### src/core/dss_regs.svh
// Constants of the serial setup-command link: fields, codes and timing.
//
// How it works
// - Channel bits 3..0 select channels D..A.
// - Device ignores address and bits 15..4.
// - Host frame-sync, data, clock drive device pins.
// - Host serial port uses polarity 0, phase 1.
// - Data valid at falling clock edge; sampled there.
// - Frame select low before first, high after last.
// - Byte hosts hold frame select low between bytes.
// - Frame bits travel most significant bit first.
// - LSB-first hosts reverse bits before sending.
// - Three-wire host changes data on falling edge; this host does so one cycle after it, only with CHANGE_ON_FALL.
// - Frame valid after 24 falling edges, acts then.
// - Code 110 auto-update setup, 111 reference setup.
// - Auto-update bit high copies input to output.
// - Reference off at reset; bit 0 switches it.
`ifndef DSS_REGS_SVH
`define DSS_REGS_SVH

// ----------------------------------------------------------------
// Frame layout
// ----------------------------------------------------------------
`define DSS_FRAME_BITS 24
`define DSS_BYTE_BITS 8
`define DSS_CMD_MSB 21
`define DSS_CMD_LSB 19
`define DSS_CHAN_MSB 3
`define DSS_CHAN_LSB 0
`define DSS_REF_BIT 0

// ----------------------------------------------------------------
// Command codes and reset values
// ----------------------------------------------------------------
`define DSS_CMD_AUTO_UPD 3'h6
`define DSS_CMD_REF_SET 3'h7
`define DSS_REF_RST 1'h0
`define DSS_AUTO_RST 4'h0

// ----------------------------------------------------------------
// Timing: half serial clock period, least time, rounded up
// ----------------------------------------------------------------
`define DSS_REF_CLK_NS 100
`define DSS_SCLK_HALF_NS 400
`define DSS_SCLK_HALF_CYC \
  ((`DSS_SCLK_HALF_NS + `DSS_REF_CLK_NS - 1) / `DSS_REF_CLK_NS)

`endif

### src/core/dss_pkg.sv
// Types of the host end of the serial setup-command link, also used by the bench.
package dss_pkg;

  // Host sequencer states.
  typedef enum logic [2:0] {
    HS_IDLE,
    HS_LEAD,
    HS_HIGH,
    HS_LOW,
    HS_GAP,
    HS_TAIL,
    HS_REST
  } dss_hst_e;

  typedef logic [23:0] dss_word_t;

endpackage

### src/core/dss_if.sv
// Three-wire link between the host end and the converter end.
interface dss_if;
  logic frame_sel_n;
  logic sclk;
  logic sdin;

  // The host drives all three lines; the device only listens.
  modport host (output frame_sel_n, output sclk, output sdin);
  modport dev (input frame_sel_n, input sclk, input sdin);
endinterface

### src/core/dss_host.sv
// Host end: sends 24-bit command frames over the three-wire link.
`include "dss_regs.svh"

module dss_host #(
  parameter int HALF_CYC = `DSS_SCLK_HALF_CYC,
  parameter bit BYTE_MODE = 1'b0,
  parameter int GAP_HALVES = 2,
  parameter bit LSB_NATIVE = 1'b0,
  parameter bit CHANGE_ON_FALL = 1'b0
) (
  input wire logic ref_clk,
  input wire logic rst_b,
  input wire logic cmd_valid,
  output logic cmd_ready,
  input wire dss_pkg::dss_word_t cmd_word,
  output logic busy,
  output logic frame_done,
  dss_if.host link
);

  // ----------------------------------------------------------------
  // Half-period divider
  // ----------------------------------------------------------------
  // The host makes the link clock, so it is a divided enable here and
  // not a second clock domain.
  logic [7:0] div_ff;
  logic [7:0] nxt_div;
  logic tick;

  assign tick = (div_ff == 8'(HALF_CYC - 1));

  // ----------------------------------------------------------------
  // Sequencer state
  // ----------------------------------------------------------------
  dss_pkg::dss_hst_e st_ff;
  dss_pkg::dss_hst_e nxt_st;
  dss_pkg::dss_word_t sh_ff;
  dss_pkg::dss_word_t nxt_sh;
  logic [4:0] bit_ff;
  logic [4:0] nxt_bit;
  logic [3:0] gap_ff;
  logic [3:0] nxt_gap;
  logic fs_n_ff;
  logic nxt_fs_n;
  logic sclk_ff;
  logic nxt_sclk;
  logic sdin_ff;
  logic nxt_sdin;
  logic pend_ff;
  logic nxt_pend;
  logic done_ff;
  logic nxt_done;

  // Bit reversal stands in for the software step of an LSB-first
  // port, so the wire still carries the MSB first.
  function automatic dss_pkg::dss_word_t rev(input dss_pkg::dss_word_t w);
    dss_pkg::dss_word_t r;
    r = '0;
    for (int i = 0; i < 24; i++) begin
      r[i] = w[23 - i];
    end
    return r;
  endfunction

  // Bit that goes on the wire next, from the held word.
  function automatic logic head(input dss_pkg::dss_word_t w);
    return LSB_NATIVE ? w[0] : w[23];
  endfunction

  function automatic dss_pkg::dss_word_t adv(input dss_pkg::dss_word_t w);
    return LSB_NATIVE ? {1'b0, w[23:1]} : {w[22:0], 1'b0};
  endfunction

  assign cmd_ready = (st_ff == dss_pkg::HS_IDLE);

  // Next-state logic for the frame sequencer.
  always_comb begin
    nxt_st = st_ff;
    nxt_sh = sh_ff;
    nxt_bit = bit_ff;
    nxt_gap = gap_ff;
    nxt_fs_n = fs_n_ff;
    nxt_sclk = sclk_ff;
    nxt_sdin = sdin_ff;
    nxt_pend = 1'b0;
    nxt_done = 1'b0;
    nxt_div = 8'h00;
    if (st_ff != dss_pkg::HS_IDLE && !tick) begin
      nxt_div = div_ff + 8'h01;
    end
    // Falling-edge mode changes data one cycle after the edge, so the
    // device has already sampled the old bit.
    if (pend_ff) begin
      nxt_sdin = head(sh_ff);
    end
    unique case (st_ff)
      dss_pkg::HS_IDLE: begin
        nxt_fs_n = 1'b1;
        nxt_sclk = 1'b0;
        if (cmd_valid) begin
          nxt_sh = LSB_NATIVE ? rev(cmd_word) : cmd_word;
          nxt_sdin = head(LSB_NATIVE ? rev(cmd_word) : cmd_word);
          nxt_fs_n = 1'b0;
          nxt_bit = 5'h00;
          nxt_st = dss_pkg::HS_LEAD;
        end
      end
      dss_pkg::HS_LEAD: begin
        if (tick) begin
          nxt_sclk = 1'b1;
          nxt_st = dss_pkg::HS_HIGH;
        end
      end
      dss_pkg::HS_HIGH: begin
        if (tick) begin
          nxt_sclk = 1'b0;
          nxt_sh = adv(sh_ff);
          nxt_bit = bit_ff + 5'h01;
          nxt_pend = CHANGE_ON_FALL;
          if (bit_ff == 5'(`DSS_FRAME_BITS - 1)) begin
            nxt_st = dss_pkg::HS_TAIL;
          end else if (BYTE_MODE &&
              bit_ff[2:0] == 3'(`DSS_BYTE_BITS - 1)) begin
            nxt_gap = 4'h0;
            nxt_st = dss_pkg::HS_GAP;
          end else begin
            nxt_st = dss_pkg::HS_LOW;
          end
        end
      end
      dss_pkg::HS_GAP: begin
        // Frame select stays low across the pause between bytes.
        if (tick) begin
          nxt_gap = gap_ff + 4'h1;
          if (gap_ff == 4'(GAP_HALVES - 1)) begin
            nxt_st = dss_pkg::HS_LOW;
          end
        end
      end
      dss_pkg::HS_LOW: begin
        if (tick) begin
          nxt_sclk = 1'b1;
          if (!CHANGE_ON_FALL) begin
            nxt_sdin = head(sh_ff);
          end
          nxt_st = dss_pkg::HS_HIGH;
        end
      end
      dss_pkg::HS_TAIL: begin
        // Frame select rises only after the last falling edge.
        if (tick) begin
          nxt_fs_n = 1'b1;
          nxt_st = dss_pkg::HS_REST;
        end
      end
      dss_pkg::HS_REST: begin
        if (tick) begin
          nxt_done = 1'b1;
          nxt_st = dss_pkg::HS_IDLE;
        end
      end
    endcase
  end

  // State registers of the sequencer and its pins.
  always_ff @(posedge ref_clk or negedge rst_b) begin
    if (!rst_b) begin
      st_ff <= dss_pkg::HS_IDLE;
      sh_ff <= '0;
      bit_ff <= 5'h00;
      gap_ff <= 4'h0;
      div_ff <= 8'h00;
      fs_n_ff <= 1'b1;
      sclk_ff <= 1'b0;
      sdin_ff <= 1'b0;
      pend_ff <= 1'b0;
      done_ff <= 1'b0;
    end else begin
      st_ff <= nxt_st;
      sh_ff <= nxt_sh;
      bit_ff <= nxt_bit;
      gap_ff <= nxt_gap;
      div_ff <= nxt_div;
      fs_n_ff <= nxt_fs_n;
      sclk_ff <= nxt_sclk;
      sdin_ff <= nxt_sdin;
      pend_ff <= nxt_pend;
      done_ff <= nxt_done;
    end
  end

  // Frame sync, data and clock drive the device lines directly.
  assign link.frame_sel_n = fs_n_ff;
  assign link.sclk = sclk_ff;
  assign link.sdin = sdin_ff;
  assign busy = (st_ff != dss_pkg::HS_IDLE);
  assign frame_done = done_ff;

endmodule

### src/flat_wrapper.sv
// flat-port wrapper written by rule: the top's interface ports become plain ports
module dss_host_flat 
#(
  parameter int HALF_CYC = `DSS_SCLK_HALF_CYC,
  parameter bit BYTE_MODE = 1'b0,
  parameter int GAP_HALVES = 2,
  parameter bit LSB_NATIVE = 1'b0,
  parameter bit CHANGE_ON_FALL = 1'b0
)
  (ref_clk, rst_b, cmd_valid, cmd_ready, cmd_word, busy, frame_done, link_frame_sel_n, link_sclk, link_sdin);
  dss_if link_i ();
  input wire logic ref_clk;
  input wire logic rst_b;
  input wire logic cmd_valid;
  output logic cmd_ready;
  input wire dss_pkg::dss_word_t cmd_word;
  output logic busy;
  output logic frame_done;
  output wire logic [$bits(link_i.frame_sel_n)-1:0] link_frame_sel_n;
  output wire logic [$bits(link_i.sclk)-1:0] link_sclk;
  output wire logic [$bits(link_i.sdin)-1:0] link_sdin;
  assign link_frame_sel_n = link_i.frame_sel_n;
  assign link_sclk = link_i.sclk;
  assign link_sdin = link_i.sdin;
  dss_host #(.HALF_CYC(HALF_CYC), .BYTE_MODE(BYTE_MODE), .GAP_HALVES(GAP_HALVES), .LSB_NATIVE(LSB_NATIVE), .CHANGE_ON_FALL(CHANGE_ON_FALL)) u_core (.ref_clk(ref_clk), .rst_b(rst_b), .cmd_valid(cmd_valid), .cmd_ready(cmd_ready), .cmd_word(cmd_word), .busy(busy), .frame_done(frame_done), .link(link_i));
endmodule
### config.mk
export PLATFORM = sky130hd
export DESIGN_NAME = dss_host_flat
export DESIGN_NICKNAME = d
export VERILOG_FILES = /design/src/core/dss_pkg.sv /design/src/core/dss_if.sv /design/src/core/dss_host.sv /design/src/flat_wrapper.sv
export VERILOG_INCLUDE_DIRS = /design/src /design/src/core
export SDC_FILE = /design/constraint.sdc
export NUM_CORES = 1
export LEC_CHECK = 0
export BUFFER_PORTS_ARGS = -buffer_cell sky130_fd_sc_hd__buf_2
export CAP_MARGIN = 40
export CORE_MARGIN = 4
export CORE_UTILIZATION = 30
export DETAILED_ROUTE_END_ITERATION = 7
export MAX_ROUTING_LAYER = met4
export SETUP_SLACK_MARGIN = 0.4
export SYNTH_ARGS = -nofsm -noshare
export SYNTH_HDL_FRONTEND = slang
export SYNTH_SLANG_ARGS = --single-unit
### constraint.sdc
create_clock -name ref_clk -period 4.2 [get_ports ref_clk]
set_input_delay 0.42 -clock ref_clk [delete_from_list [all_inputs] [get_ports ref_clk]]
set_output_delay 0.42 -clock ref_clk [all_outputs]
set_load 0.1 [all_outputs]
Word-level counts from Yosys, hierarchy flattened
Cells that the tools add are included.

word-level totals
  register bits after elaboration = 48
  output and inout bits = 6
  word-level logic and storage cells = 70

operators by class
  eq/ne operators = 17
  $add $sub $neg = 3
  reduce and logical (&&, ||, !) cells = 15
  multiplexer cells = 26

operators by type and width
  kind                                                  number
  2-to-1 mux 24 bit                                     2
  case mux 24 bit (2 select lines)                      1
  2-to-1 mux 3 bit                                      8
  case mux 3 bit (6 select lines)                       1
  != test 2 x 1 -> 1 bit (second input constant)        7
  2-to-1 mux 5 bit                                      2
  case mux 5 bit (2 select lines)                       1
  equality test 3 bit (second input constant)           3
  AND reduction 3 bit                                   3
  adder 8 x 1 -> 8 bit (second input constant)          1
  equality test 8 x 2 -> 1 bit (second input constant)  1
  2-to-1 mux 8 bit                                      1
  2-to-1 mux 1 bit                                      7
  AND reduction 7 bit                                   1
  equality test 3 x 2 -> 1 bit (second input constant)  2
  nonzero test 2 bit                                    3
  nonzero test 3 bit                                    2
  adder 5 x 1 -> 5 bit (second input constant)          1
  equality test 5 bit (second input constant)           1
  adder 4 x 1 -> 4 bit (second input constant)          1
  equality test 4 x 1 -> 1 bit (second input constant)  1
  case mux 1 bit (2 select lines)                       2
  AND reduction 2 bit                                   2
  equality test 3 x 1 -> 1 bit (second input constant)  1
  other kinds (6)                                       6

Depth between registers and ports, before layout
  word-level depth = 4
  mapped depth = 6

Worst setup path after synthesis
No wires, ideal clock.

  kind = register to register
  start point = register u_core.st_ff[1]
  end point = register u_core.div_ff[2]
  path buffers = 0
  required time = 4.070 ns
  path slack = 0.371 ns
  cell stages (with the launch flop) = 6
  period minus slack after synthesis = 3.829 ns
  arrival time = 3.699 ns
  cell sequence = dfrtp_1 -> or2_2 -> nor2_1 -> inv_1 -> nand2_1 -> nor2_1

on the way
  word-level cells in the longest chain between the ends = 3

ends and longest elaborated chain
  item                         line                RTL
  start, declared              dss_host.sv:35      dss_pkg::dss_hst_e st_ff;
  start signal, assigned       dss_host.sv:168     st_ff <= dss_pkg::HS_IDLE;
  start signal, assigned       dss_host.sv:179     st_ff <= nxt_st;
  nonzero test 3 bit           --
  named net busy               flat_wrapper.sv:17  output logic busy;
  logical AND 1 bit            dss_host.sv:88      if (st_ff != dss_pkg::HS_IDLE && !tick) begin
  2-to-1 mux 8 bit             dss_host.sv:88
  named net u_core.nxt_div[2]  dss_host.sv:27      logic [7:0] nxt_div;
  end signal, assigned         dss_host.sv:183     div_ff <= nxt_div;
  end, declared                dss_host.sv:26      logic [7:0] div_ff;

The timed path passes the listed nets, and every way through them passes these cells.
A chain may end at the register's enable or synchronous reset.

Worst setup path after layout
  start point = register u_core.st_ff[1]
  end point = output busy

on the way
  word-level cells in the longest chain between the ends = 1

ends and longest elaborated chain
  item                line                RTL
  nonzero test 3 bit  dss_host.sv:196     assign busy = (st_ff != dss_pkg::HS_IDLE);
  end, declared       flat_wrapper.sv:17

Every way passes these cells.

==> reports/metrics.cfg <==
[run_status]
outcome = complete, no violations

[critical_path]
cp-end-kind = output pin
r2r_end = u_core.sh_ff[14]
endpoint = busy
cp.required_ns = 3.78
crit_type = flop to output pin
crit_fanout = 16
critPathLaunch = u_core.st_ff[1]
critPathLaunchType = flop
ff2ff_setup_slack_ns = 1.93
r2r_cells = 5
cp.arrival_ns = 2.17
reg2reg_from = u_core.div_ff[0]

[die]
die_w_um = 101
start_util = 0.313
core_um2 = 8300
io_pins = 33
die_area_um2 = 10200
die_h_um = 101
rows = 33

[power_and_ir_drop]
power-per-cell-area_nw_per_um2 = 693
power_leakage_nw = 1.31
switchingPower_mw = 0.832
p_int_mw = 1.19
combPwrFrac = 0.447
p_sw_frac = 0.411
power_frac_clock = 0.147
power_frac_seq = 0.407
ir_drop_mv = 0.180

[detailed_routing]
ant_nets = 0
wl_um = 5020
via_per_inst = 4.88
drt_iter0_drc = 128
first_pass_iters = 4
drc = 0
vias = 1707
avgRoutedWirePerCell_um = 14.3

[timing]
hold_slack_ns = 0.191
timing.final.crit_share = 0.616
final.setup.tns_ns = 0
rsz0062_at_grt = false
slew_violations = 0
tightestPinTransition_ns = 0.616
finClkSkew_ns = 0.0102
min_period_ns = 2.59
setup_viol = 0
relSlewSlack = 0.590
max_freq_mhz = 387
hold_viol_final = 0

[grt]
track_usage = 0.110
grt_pass1_vias = 1754
grt_max_degree = 49
grt_pass1_wl_um = 8690
grt_antenna_before_repair = 0
grt-ovfl-total = 0

[synth]
yosys_warnings = 0
seq_area_frac_synth = 0.463
yosys.area.top_type_share = 0.453
synthTopCellsByCount = dfrtp_1 (47), mux2_2 (28), mux2_4 (18), nor2_1 (16), nand2_1 (12)
synthFlopType = dfrtp_1
synth_nets = 245
netlist_area_um2 = 2590
synth_top_area_cell = dfrtp_1
synth_edf_count = 0
yosysUniqueCellTypes = 45
synth_top_cells_by_area = dfrtp_1 (45%), mux2_2 (12%), mux2_4 (10%), xor2_1 (2.4%), nor2_1 (2.3%)
synth_async_sr_flop_share = 1.00
ys_seq_elements = 48
syn_inst = 214
synth.most_common_cell = dfrtp_1
synth.avg_cell_area_um2 = 12.1

[clocking]
clkSlewWorstSetupHoldPaths_ns = 0.09
root_buffer = clkbuf_8
cts_resized = 0
cts_tree = built
cts.sink_count = 48
cts_buffers = 5
h-tree-depth = 2
hold_buffers = 0
clock_latency_ns = 0.30
cts_buffer_depth = 2
post_cts_buffers = 0

[cells_and_area]
n_fill_cell = 823
nNetsFinal = 275
finalNonFillerCells = 350
diodes = 0
final_area_um2 = 2920
syn_to_final_growth_pct = 12.7
drive_gt1_frac = 0.404

[job]
cap_violations = 0

[placement]
dp.cells = 342
detailed_place_hpwl_um = 3480
port_buffers = 32
dpl-instance-area_um2 = 2830
gp_routability_congestion = 0.772

[hold_path]
hold_path_class = input port to asynchronous set/reset pin

sequential cells by signal, indices dropped and copies added (netlist names):
name,cells
u_core.div_ff,8
u_core.sh_ff,24
u_core.st_ff,3
u_core.link.sdin,1
u_core.link.frame_sel_n,1
u_core.frame_done,1
u_core.bit_ff,5
u_core.link.sclk,1
u_core.gap_ff,4
kinds of logic (layout without fill, tap and decap cells):
kind of cell / count (synthesis) / count (layout) / synth area share
buffers and inverters: 15 / 46 / 0.0362
and+or+nand+nor: 61 / 61 / 0.139
adders and majority gates: 4 / 4 / 0.0193
muxes: 47 / 47 / 0.230
xor gates and xnor gates: 11 / 11 / 0.0371
AOI/OAI and AO/OA: 28 / 28 / 0.0757
DFF: 48 / 48 / 0.463
cells in the final DEF, fill, tap and decap left out, drive strengths merged, types with 2 or more instances in the layout:
master / instances
a21oi: 7
a221oi: 2
a31oi: 2
and2: 4
and3: 3
buf: 34
clkbuf: 6
dfrtp: 47
ha: 4
inv: 5
mux2: 46
nand2: 12
nand3: 4
nand4: 8
nor2: 17
nor3: 2
nor3b: 2
o211ai: 2
o21ai: 8
or2: 2
xnor2: 4
xor2: 7
critical path: stages (launching register included):
cell	delay [ns]
dfrtp_1	0.57
or2_2	0.44
nor2_2	0.32
inv_1	0.19
buf_2	0.33
power groups by stage:
stage                     Combinational [mW]  Clock [mW]  Sequential, mW
after floorplan                        0.721           0           0.862
after global placement                 0.898           0           0.826
after detailed placement               0.915           0           0.830
after CTS                              0.918       0.306           0.824
after global routing                   0.997       0.324           0.856
final                                  0.905       0.297           0.824
metrics by stage:
stage	util	setup slack (ns)	power, mW
after floorplan	-	1.18	1.58
after global placement	0.341	1.94	1.72
after detailed placement	0.341	1.93	1.74
after CTS	0.352	1.60	2.05
after global routing	0.352	1.47	2.18
final	0.352	1.61	2.03
layer usage:
layer | track usage | up-vias | wire length, µm
met4 | 0.0337 | 0 | 74
met5 | - | - | 0
met3 | 0.0277 | 7 | 274
met2 | 0.148 | 46 | 2130
met1 | 0.161 | 831 | 2540
li1 | - | 823 | -
final cells by class:
class	instances	area, µm²	share of cell area
clock buffer	6	82.6	0.0282
tap	105	131	0.0449
timing repair buffer	34	175	0.0599
clock inverter	2	13.8	0.00471
multi-input combinational	151	1300	0.446
sequential	48	1200	0.411
inverter	4	15.0	0.00513
worst min-delay path by stage:
stage / startpoint / endpoint / slack (ns) / cells past startpoint
floorplan: rst_b / u_core.bit_ff[0] / 0.12 / 0
global placement: u_core.gap_ff[3] / u_core.gap_ff[3] / 0.46 / 1
detailed placement: u_core.gap_ff[3] / u_core.gap_ff[3] / 0.46 / 1
CTS: rst_b / u_core.sh_ff[4] / 0.23 / 2
global route: rst_b / u_core.sh_ff[5] / 0.26 / 2
finish: rst_b / u_core.div_ff[2] / 0.19 / 2
(Power assumes the default switching activity.)
